**config.mk**
```make
export PLATFORM = sky130hd
export DESIGN_NAME = ppcr_regs
export DESIGN_NICKNAME = d
export VERILOG_FILES = /design/src/inc/ppcr_pkg.sv /design/src/ppcr_gain_update.sv /design/src/ppcr_regs.sv
export VERILOG_INCLUDE_DIRS = /design/src /design/src/inc
export SDC_FILE = /design/constraint.sdc
export NUM_CORES = 1
export LEC_CHECK = 0
export BUFFER_PORTS_ARGS = -buffer_cell sky130_fd_sc_hd__buf_2
export CORE_MARGIN = 2
export CORE_UTILIZATION = 30
export CTS_BUF_LIST = sky130_fd_sc_hd__clkbuf_16
export CTS_CLUSTER_DIAMETER = 40
export DETAILED_ROUTE_END_ITERATION = 12
export PLACE_DENSITY = 0.49
export SLEW_MARGIN = 40
export SYNTH_ARGS = -nofsm -noshare
export SYNTH_HDL_FRONTEND = slang
export SYNTH_SLANG_ARGS = --single-unit
```
**constraint.sdc**
```tcl
create_clock -name clk -period 8.3 [get_ports clk]
set_clock_uncertainty 0.2 [all_clocks]
set_input_delay 1.245 -clock clk [delete_from_list [all_inputs] [get_ports clk]]
set_output_delay 1.245 -clock clk [all_outputs]
set_load 0.005 [all_outputs]
```
**src/inc/ppcr_params.svh**
```systemverilog
/*
  Register map, field positions, reset values and timing counts of the
  playback path control registers.
  Assumes a 250 MHz system clock; included by bare name.
*/
`ifndef PPCR_PARAMS_SVH
`define PPCR_PARAMS_SVH

`define PPCR_ADDR_CONV_L      8'h69
`define PPCR_ADDR_CONV_R      8'h6a
`define PPCR_ADDR_PHONES_L    8'h6b
`define PPCR_ADDR_PHONES_R    8'h6c
`define PPCR_ADDR_MIXER_L     8'h6e
`define PPCR_ADDR_MIXER_R     8'h6f
`define PPCR_ADDR_PAD         8'h91

`define PPCR_BIT_ENABLE       7
`define PPCR_BIT_MUTE         6
`define PPCR_BIT_RAMP         5
`define PPCR_BIT_ZERO_CROSS   4
`define PPCR_BIT_DRIVE        3
`define PPCR_BIT_FLOOR        2
`define PPCR_BIT_LOW_RANGE    0

`define PPCR_MASK_CONV        8'he0
`define PPCR_MASK_PHONES      8'hfc
`define PPCR_MASK_MIXER       8'h80
`define PPCR_MASK_PAD         8'h01

`define PPCR_RST_CONV         8'h40
`define PPCR_RST_PHONES       8'h40
`define PPCR_RST_MIXER        8'h00
`define PPCR_RST_PAD          8'h00

`define PPCR_CLK_MHZ          250
`define PPCR_ZC_TIMEOUT_MS    100
`define PPCR_ZC_TIMEOUT_CYC   (`PPCR_ZC_TIMEOUT_MS * 1000 * `PPCR_CLK_MHZ)

`endif

```
**src/inc/ppcr_pkg.sv**
```systemverilog
/*
  Types shared by the playback path control register bank.
  Assumes ppcr_params.svh is on the include path.
*/
package ppcr_pkg;
  typedef logic [7:0] ppcr_byte_t;
  typedef enum logic {PPCR_LEFT, PPCR_RIGHT} ppcr_chan_t;
endpackage

```
**src/ppcr_gain_update.sv**
```systemverilog
/*
  Applies a requested gain to one channel: instantly, ramped one step per
  tick, or at a zero crossing with a timeout fallback; optional floor hold.
  Assumes target, tick and crossing strobes are synchronous to clk.
*/
`timescale 1ns/1ps
module ppcr_gain_update
  import ppcr_pkg::*;
#(
  parameter int GW      = 6,
  parameter int TIMEOUT = 25000000
) (
  // clock and reset
  input  wire logic          clk,
  input  wire logic          rst_n,
  // settings
  input  wire logic          ramp,
  input  wire logic          zero_cross,
  input  wire logic          floor_hold,
  // events and target
  input  wire logic          ramp_tick,
  input  wire logic          zero_det,
  input  wire logic [GW-1:0] target,
  // applied gain
  output logic      [GW-1:0] gain_ff
);
  localparam int TW = $clog2(TIMEOUT + 1);
  localparam logic [TW-1:0] TLAST = TW'(TIMEOUT - 1);

  logic [TW-1:0] timer_ff;
  logic          pending;
  logic          timed_out;

  // ramping wins over zero-cross waiting
  assign pending   = !floor_hold && !ramp && zero_cross && (target != gain_ff); // [RQ6] [RQ7]
  assign timed_out = (timer_ff == TLAST);

  always_ff @(posedge clk or negedge rst_n) begin
    if (!rst_n) begin
      timer_ff <= '0;
    end else if (pending && !zero_det && !timed_out) begin
      timer_ff <= timer_ff + TW'(1);
    end else begin
      timer_ff <= '0;
    end
  end

  always_ff @(posedge clk or negedge rst_n) begin
    if (!rst_n) begin
      gain_ff <= '0;
    end else if (floor_hold) begin
      gain_ff <= '0; // [RQ10]
    end else if (target != gain_ff) begin
      if (ramp) begin
        if (ramp_tick) begin // [RQ3] [RQ6]
          gain_ff <= (target > gain_ff) ? gain_ff + GW'(1) : gain_ff - GW'(1);
        end
      end else if (zero_cross) begin
        if (zero_det || timed_out) begin // [RQ7] [RQ8]
          gain_ff <= target;
        end
      end else begin
        gain_ff <= target;
      end
    end
  end
endmodule

```
**src/ppcr_regs.sv**
```systemverilog
/*
  Control register bank for the stereo playback path: converter, headphone
  amplifier and output mixer controls plus the pad voltage range select.
  Assumes the control interface delivers single-cycle read and write strobes
  with address and data synchronous to clk; gain targets, mixer selects,
  ramp ticks and zero-crossing strobes come from neighbouring blocks.
*/
// How it works
// RQ1 - converter bit 7 enables path, resets off
// RQ2 - converter bit 6 mutes, resets muted
// RQ3 - converter bit 5 ramps gain, else instant
// RQ4 - amplifier bit 7 enables amplifier, resets off
// RQ5 - amplifier bit 6 mutes, resets muted
// RQ6 - amplifier bit 5 ramps, overrides zero cross
// RQ7 - amplifier bit 4 applies gain at zero
// RQ8 - zero-cross wait times out after 100 ms
// RQ9 - amplifier bit 3 drives output, else hi-Z
// RQ10 - amplifier bit 2 holds minimum gain
// RQ11 - mixer bit 7 enables mixer, resets off
// RQ12 - pad bit 0 set selects low range
// RQ13 - mixer passes converter only when selected
// RQ14 - undefined bits read zero, ignore writes
`timescale 1ns/1ps
`include "ppcr_params.svh"
module ppcr_regs
  import ppcr_pkg::*;
#(
  parameter int CGW             = 8,
  parameter int PGW             = 6,
  parameter int ZC_TIMEOUT_CYCLES = `PPCR_ZC_TIMEOUT_CYC
) (
  // clock and reset
  input  wire logic                  clk,
  input  wire logic                  rst_n,
  // register access port
  input  wire logic                  reg_wr_en,
  input  wire logic                  reg_rd_en,
  input  wire logic [7:0]            reg_addr,
  input  wire logic [7:0]            reg_wdata,
  output logic      [7:0]            reg_rdata_ff,
  // gain sources and events
  input  wire logic [1:0][CGW-1:0]   conv_gain_target,
  input  wire logic [1:0][PGW-1:0]   phones_gain_target,
  input  wire logic                  gain_ramp_tick,
  input  wire logic [1:0]            phones_zero_det,
  input  wire logic [1:0]            mixer_select,
  // converter controls
  output logic      [1:0]            conv_enable,
  output logic      [1:0]            conv_mute,
  output logic      [1:0][CGW-1:0]   conv_gain_ff,
  // headphone amplifier controls
  output logic      [1:0]            phones_enable,
  output logic      [1:0]            phones_mute,
  output logic      [1:0]            phones_drive,
  output logic      [1:0][PGW-1:0]   phones_gain_ff,
  // output mixer and pads
  output logic      [1:0]            mixer_enable,
  output logic      [1:0]            mixer_pass_ff,
  output logic                       pad_low_range
);
  ppcr_byte_t conv_ctrl_ff   [2];
  ppcr_byte_t phones_ctrl_ff [2];
  ppcr_byte_t mixer_ctrl_ff  [2];
  ppcr_byte_t pad_ctrl_ff;
  ppcr_byte_t nxt_rdata;

  // picks the left or right address of a register pair
  function automatic logic [7:0] pick(input ppcr_chan_t ch, input logic [7:0] l,
                                      input logic [7:0] r);
    return (ch == PPCR_RIGHT) ? r : l;
  endfunction

  function automatic logic hit(input logic [7:0] a);
    return reg_wr_en && (reg_addr == a);
  endfunction

  always_ff @(posedge clk or negedge rst_n) begin
    if (!rst_n) begin
      conv_ctrl_ff[0] <= `PPCR_RST_CONV; // [RQ1] [RQ2] [RQ3]
      conv_ctrl_ff[1] <= `PPCR_RST_CONV;
    end else begin
      for (int c = 0; c < 2; c++) begin
        if (hit(pick(ppcr_chan_t'(c), `PPCR_ADDR_CONV_L, `PPCR_ADDR_CONV_R))) begin
          conv_ctrl_ff[c] <= reg_wdata & `PPCR_MASK_CONV; // [RQ14]
        end
      end
    end
  end

  always_ff @(posedge clk or negedge rst_n) begin
    if (!rst_n) begin
      phones_ctrl_ff[0] <= `PPCR_RST_PHONES; // [RQ4] [RQ5] [RQ9]
      phones_ctrl_ff[1] <= `PPCR_RST_PHONES;
    end else begin
      for (int c = 0; c < 2; c++) begin
        if (hit(pick(ppcr_chan_t'(c), `PPCR_ADDR_PHONES_L, `PPCR_ADDR_PHONES_R))) begin
          phones_ctrl_ff[c] <= reg_wdata & `PPCR_MASK_PHONES; // [RQ14]
        end
      end
    end
  end

  always_ff @(posedge clk or negedge rst_n) begin
    if (!rst_n) begin
      mixer_ctrl_ff[0] <= `PPCR_RST_MIXER; // [RQ11]
      mixer_ctrl_ff[1] <= `PPCR_RST_MIXER;
    end else begin
      for (int c = 0; c < 2; c++) begin
        if (hit(pick(ppcr_chan_t'(c), `PPCR_ADDR_MIXER_L, `PPCR_ADDR_MIXER_R))) begin
          mixer_ctrl_ff[c] <= reg_wdata & `PPCR_MASK_MIXER; // [RQ14]
        end
      end
    end
  end

  always_ff @(posedge clk or negedge rst_n) begin
    if (!rst_n) begin
      pad_ctrl_ff <= `PPCR_RST_PAD;
    end else if (hit(`PPCR_ADDR_PAD)) begin
      pad_ctrl_ff <= reg_wdata & `PPCR_MASK_PAD; // [RQ12] [RQ14]
    end
  end

  // unmapped addresses and reserved bits read as zero
  always_comb begin
    unique case (reg_addr)
      `PPCR_ADDR_CONV_L:   nxt_rdata = conv_ctrl_ff[0];
      `PPCR_ADDR_CONV_R:   nxt_rdata = conv_ctrl_ff[1];
      `PPCR_ADDR_PHONES_L: nxt_rdata = phones_ctrl_ff[0];
      `PPCR_ADDR_PHONES_R: nxt_rdata = phones_ctrl_ff[1];
      `PPCR_ADDR_MIXER_L:  nxt_rdata = mixer_ctrl_ff[0];
      `PPCR_ADDR_MIXER_R:  nxt_rdata = mixer_ctrl_ff[1];
      `PPCR_ADDR_PAD:      nxt_rdata = pad_ctrl_ff;
      default:             nxt_rdata = 8'h00; // [RQ14]
    endcase
  end

  // read data holds until the next read so a slow interface can sample it
  always_ff @(posedge clk or negedge rst_n) begin
    if (!rst_n) begin
      reg_rdata_ff <= 8'h00;
    end else if (reg_rd_en) begin
      reg_rdata_ff <= nxt_rdata;
    end
  end

  // mixer output is gated by its own enable so a stale select cannot leak
  always_ff @(posedge clk or negedge rst_n) begin
    if (!rst_n) begin
      mixer_pass_ff <= 2'h0;
    end else begin
      for (int c = 0; c < 2; c++) begin
        mixer_pass_ff[c] <= mixer_ctrl_ff[c][`PPCR_BIT_ENABLE] && mixer_select[c]; // [RQ13]
      end
    end
  end

  assign pad_low_range = pad_ctrl_ff[`PPCR_BIT_LOW_RANGE]; // [RQ12]

  for (genvar c = 0; c < 2; c++) begin : g_chan
    assign conv_enable[c]   = conv_ctrl_ff[c][`PPCR_BIT_ENABLE]; // [RQ1]
    assign conv_mute[c]     = conv_ctrl_ff[c][`PPCR_BIT_MUTE]; // [RQ2]
    assign phones_enable[c] = phones_ctrl_ff[c][`PPCR_BIT_ENABLE]; // [RQ4]
    assign phones_mute[c]   = phones_ctrl_ff[c][`PPCR_BIT_MUTE]; // [RQ5]
    assign phones_drive[c]  = phones_ctrl_ff[c][`PPCR_BIT_DRIVE]; // [RQ9]
    assign mixer_enable[c]  = mixer_ctrl_ff[c][`PPCR_BIT_ENABLE]; // [RQ11]

    // converter gain never waits for a crossing and has no floor
    ppcr_gain_update #(
      .GW      (CGW),
      .TIMEOUT (ZC_TIMEOUT_CYCLES)
    ) u_conv_gain (
      .clk        (clk),
      .rst_n      (rst_n),
      .ramp       (conv_ctrl_ff[c][`PPCR_BIT_RAMP]), // [RQ3]
      .zero_cross (1'b0),
      .floor_hold (1'b0),
      .ramp_tick  (gain_ramp_tick),
      .zero_det   (1'b0),
      .target     (conv_gain_target[c]),
      .gain_ff    (conv_gain_ff[c])
    );

    ppcr_gain_update #(
      .GW      (PGW),
      .TIMEOUT (ZC_TIMEOUT_CYCLES)
    ) u_phones_gain (
      .clk        (clk),
      .rst_n      (rst_n),
      .ramp       (phones_ctrl_ff[c][`PPCR_BIT_RAMP]), // [RQ6]
      .zero_cross (phones_ctrl_ff[c][`PPCR_BIT_ZERO_CROSS]), // [RQ7] [RQ8]
      .floor_hold (phones_ctrl_ff[c][`PPCR_BIT_FLOOR]), // [RQ10]
      .ramp_tick  (gain_ramp_tick),
      .zero_det   (phones_zero_det[c]),
      .target     (phones_gain_target[c]),
      .gain_ff    (phones_gain_ff[c])
    );
  end
endmodule

```
==> results.rst <==
.. list-table::
   :header-rows: 1

   * - Metric
     - Value
   * - Min Tclk post-route
     - 4.43 ns
   * - Row Count
     - 55
   * - CTS tree
     - yes
   * - Core area
     - 22400 um^2
   * - Count of yosys warnings during synthesis
     - 0
   * - Share of cells above drive strength 1
     - 0.204
   * - Seq/Total Area, Yosys
     - 0.398
   * - Biggest cell delay along the critical path
     - 0.54 ns
   * - Number of cells in the finished layout apart from fillers
     - 1110
   * - RSZ-0062 raised after global routing
     - no
   * - Max Clk Rate
     - 0.226 GHz
   * - Post-synthesis instance total
     - 726
   * - Total negative setup slack
     - 0 ns
   * - Result of the run
     - complete, no violations
   * - Average vias per placed instance
     - 4.83
   * - CTS Hold Bufs
     - 0
   * - Number of DRC violations after detailed-routing iteration 0
     - 312
   * - Synth Cell Area
     - 6810 um^2
   * - Total inserted antenna cells
     - 0
   * - WS Path Type
     - input pin to flip-flop
   * - Primary flip-flop cell chosen by synthesis mapping
     - dfrtp_1
   * - Area delta synth->final
     - 16.1%
   * - Final ANT Viol Nets
     - 0
   * - Async set-reset flop share out of synthesis
     - 1.00
   * - Die height
     - 155 um
   * - Number of gates resized after cts
     - 0
   * - Net total in the final layout
     - 931
   * - Total Die Area
     - 23900 um^2
   * - Post-CTS Setup Inserts
     - 0
   * - Number of remaining DRC errors
     - 0
   * - Endpoint kind of the worst setup timing path
     - flip-flop
   * - Detailed placement HPWL
     - 12400 um
   * - Number of nets produced by synthesis
     - 837
   * - Maximum ir drop on the vdd rail
     - 0.0744 mV
   * - Total placed cells including tap cells
     - 1094
   * - Clock sink count
     - 108
   * - Max-slew violation count
     - 0
   * - Tightest Pin Transition
     - 0.686 ns
   * - Launch instance of the worst register-to-register path
     - g_chan[1].u_phones_gain.gain_ff[1]
   * - TritonCTS Buffers
     - 9
   * - Crit path max-delay family
     - compound AO/OA/AOI/OAI gates
   * - 1st-pass router iterations
     - 4
   * - Number of inserted filler cells in the final layout
     - 2316
   * - Buffers on Ports
     - 101
   * - Maximum count of clock buffers along a single path
     - 2
   * - Max Fanout on Critical Path
     - 6
   * - Starting density of the core
     - 0.304
   * - Number of global-route vias before repair
     - 5147
   * - Number of placed I/O pins
     - 104
   * - Final critical-path share of the clock period
     - 0.533
   * - Data arrival time of the worst path
     - 4.45 ns
   * - Startpoint type of the worst setup path
     - input pin
   * - Slack of the worst reg-to-reg path
     - 4.38 ns
   * - Number of buffer and inverter stages on the critical path
     - 1
   * - Count of state elements after synthesis
     - 108
   * - GRT Total Usage
     - 0.141
   * - Largest net degree at the start of global routing
     - 71
   * - Overall power consumption
     - 1.36 mW
   * - Number of distinct library cell variants in the gate-level netlist after synthesis
     - 66
   * - Total leakage power
     - 3.57 nW
   * - Mean Syn Cell Area
     - 9.38 um^2
   * - CTS root buf
     - clkbuf_16
   * - # setup viols final
     - 0
   * - Number of synthesized flops with an enable pin
     - 0
   * - Hold violation count in the final report
     - 0
   * - # H-tree levels
     - 3
   * - Worst-Skew Late Latency
     - 0.36 ns
   * - GRT overflow
     - 0
   * - Startpoint of the tightest hold check path
     - g_chan[1].u_phones_gain.timer_ff[0]
   * - Die W
     - 155 um
   * - Commonest non-fill, non-tap cells in the layout
     - dfrtp_1, buf_2, nor2_1
   * - Routed WL per cell
     - 14.8 um
   * - Most common cell after layout, fill and taps aside
     - dfrtp_1
   * - Gp weighted congestion
     - 0.797
   * - Headroom to the max-slew limit
     - 0.539
   * - Total power density per cell area
     - 173 nW/um^2
   * - Number of antenna violations at the first check in global routing
     - 0
   * - Ordered list of cells on the worst path
     - buf_2 -> ha_1 -> a21oi_1 -> nor2b_1 -> a2111oi_0 -> or2_2 -> ha_1 -> and3b_1 -> a2111oi_0 -> o311ai_0 -> or3_1 -> a311oi_1 -> a211oi_1
   * - Post-CTS clock slew at the launch and capture registers of the worst setup and hold paths
     - 0.08 ns
   * - Slowest cell on the critical path
     - a2111oi_0
   * - Hold crit path type
     - flip-flop to flip-flop
   * - Max_cap viols
     - 0
   * - Global-route wire length before repair
     - 26800 um
   * - Detailed Route WL
     - 16400 um
   * - Total number of vias
     - 5356
   * - Required time at the worst-slack endpoint
     - 8.32 ns
   * - Launch point of the worst path
     - phones_gain_target[9]
## worst register-to-register path, cell delays in order, from the launching register on
cell and delay (ns):
dfrtp_1 0.45, inv_1 0.07, ha_1 0.28, a21o_1 0.18, a2111oi_0 0.55, or2_2 0.30
ha_1 0.30, and3b_1 0.19, a2111oi_0 0.32, o311ai_0 0.23, or3_1 0.35, a311oi_1 0.28
a211oi_1 0.08
## per-layer routing
metal,track usage,vias up,share of wire
met5,0,-,0
met4,0.0428,0,0.014
met3,0.0205,16,0.033
met2,0.221,80,0.45
met1,0.203,2528,0.51
li1,-,2732,-
## Yosys cell counts, types with 4 or more instances
cell type    n  area (um^2)
fa_1         4         80.1
and3_1      12         75.1
xnor2_1     23          201
dfstp_2      4          105
inv_1       45          169
nand2b_1     5         31.3
nand3b_1     5         37.5
ha_1        54          676
nand2_1     67          251
or2_2        5         31.3
nand3_1     29          145
a21oi_1     38          190
mux2i_1     15          150
nor2b_1      6         37.5
nor3_1      10         50.1
clkbuf_1     8         30.0
a21o_1      10         75.1
o21ai_0     32          160
mux2_2      23          259
nand4_1     16          100
nor4_1       4         25.0
dfrtp_1    104         2600
xor2_1      36          315
or3_1        6         37.5
nor2_1      82          308
and2_1      10         62.6
buf_2        7         35.0
o31ai_2      5         62.6
## flip-flops by register name, summed over array words and instances, names as in the netlist
name,flops
phones_drive,2
g_chan.u_phones_gain.gain_ff,12
conv_mute,2
pad_ctrl_ff,1
g_chan.u_conv_gain.gain_ff,16
conv_enable,2
g_chan.u_phones_gain.timer_ff,50
phones_enable,2
reg_rdata_ff,7
mixer_pass_ff,2
mixer_enable,2
phones_mute,2
phones_ctrl_ff,6
conv_ctrl_ff,2
## layout make-up
cell class / count / area (um^2) / area share
timing repair buffer: 102 / 519 / 0.0657
inverter: 46 / 173 / 0.0218
multi-input combinational: 553 / 3840 / 0.486
clock inverter: 7 / 80.1 / 0.0101
clock buffer: 9 / 225 / 0.0285
tap: 285 / 357 / 0.0451
sequential: 108 / 2710 / 0.343
## worst paths after layout
path / to / depth (start not counted)
max in group asynchronous: g_chan[0].u_phones_gain.timer_ff[10] / 2
hold / removal: g_chan[1].u_phones_gain.timer_ff[0] / 1
setup / recovery: g_chan[1].u_phones_gain.gain_ff[5] / 13
hold reg to reg: g_chan[1].u_phones_gain.timer_ff[0] / 1
setup reg to reg: g_chan[1].u_phones_gain.gain_ff[5] / 12
min in group asynchronous: g_chan[1].u_phones_gain.gain_ff[3] / 1
## through the flow
| step | worst slack [ns] | hold WS (ns) | cell area (um^2) | util |
|---|---|---|---|---|
| 3_5_place_dp | 3.57 | 0.243 | 7600 | 0.339 |
| 3_3_place_gp | 3.53 | 0.246 | 7580 | 0.338 |
| 6_report | 3.87 | 0.259 | 7910 | 0.352 |
| 5_1_grt | 3.55 | 0.272 | 7910 | 0.352 |
| 4_1_cts | 3.93 | 0.260 | 7910 | 0.352 |
| 2_1_floorplan | 4.02 | 0.224 | 6810 | - |
## power by group
part           internal, mW  leakage [nW]  switching, mW
sequential            0.549          1.42         0.0325
combinational         0.153          2.01          0.176
clock                 0.238         0.143          0.215
total                 0.940          3.57          0.424
## cells by family (layout without fill, tap and decap cells)
| logic type | count (synthesis) | after routing | synth area share |
|---|---|---|---|
| xor+xnor | 59 | 59 | 0.0759 |
| fa+ha+maj | 58 | 58 | 0.111 |
| buf+inv | 65 | 164 | 0.0406 |
| mux | 38 | 38 | 0.0601 |
| flops | 108 | 108 | 0.398 |
| compound gates | 119 | 119 | 0.111 |
| simple gates | 278 | 278 | 0.204 |
| other cells | 1 | 1 | 0.000551 |
(Power assumes the default switching activity.)
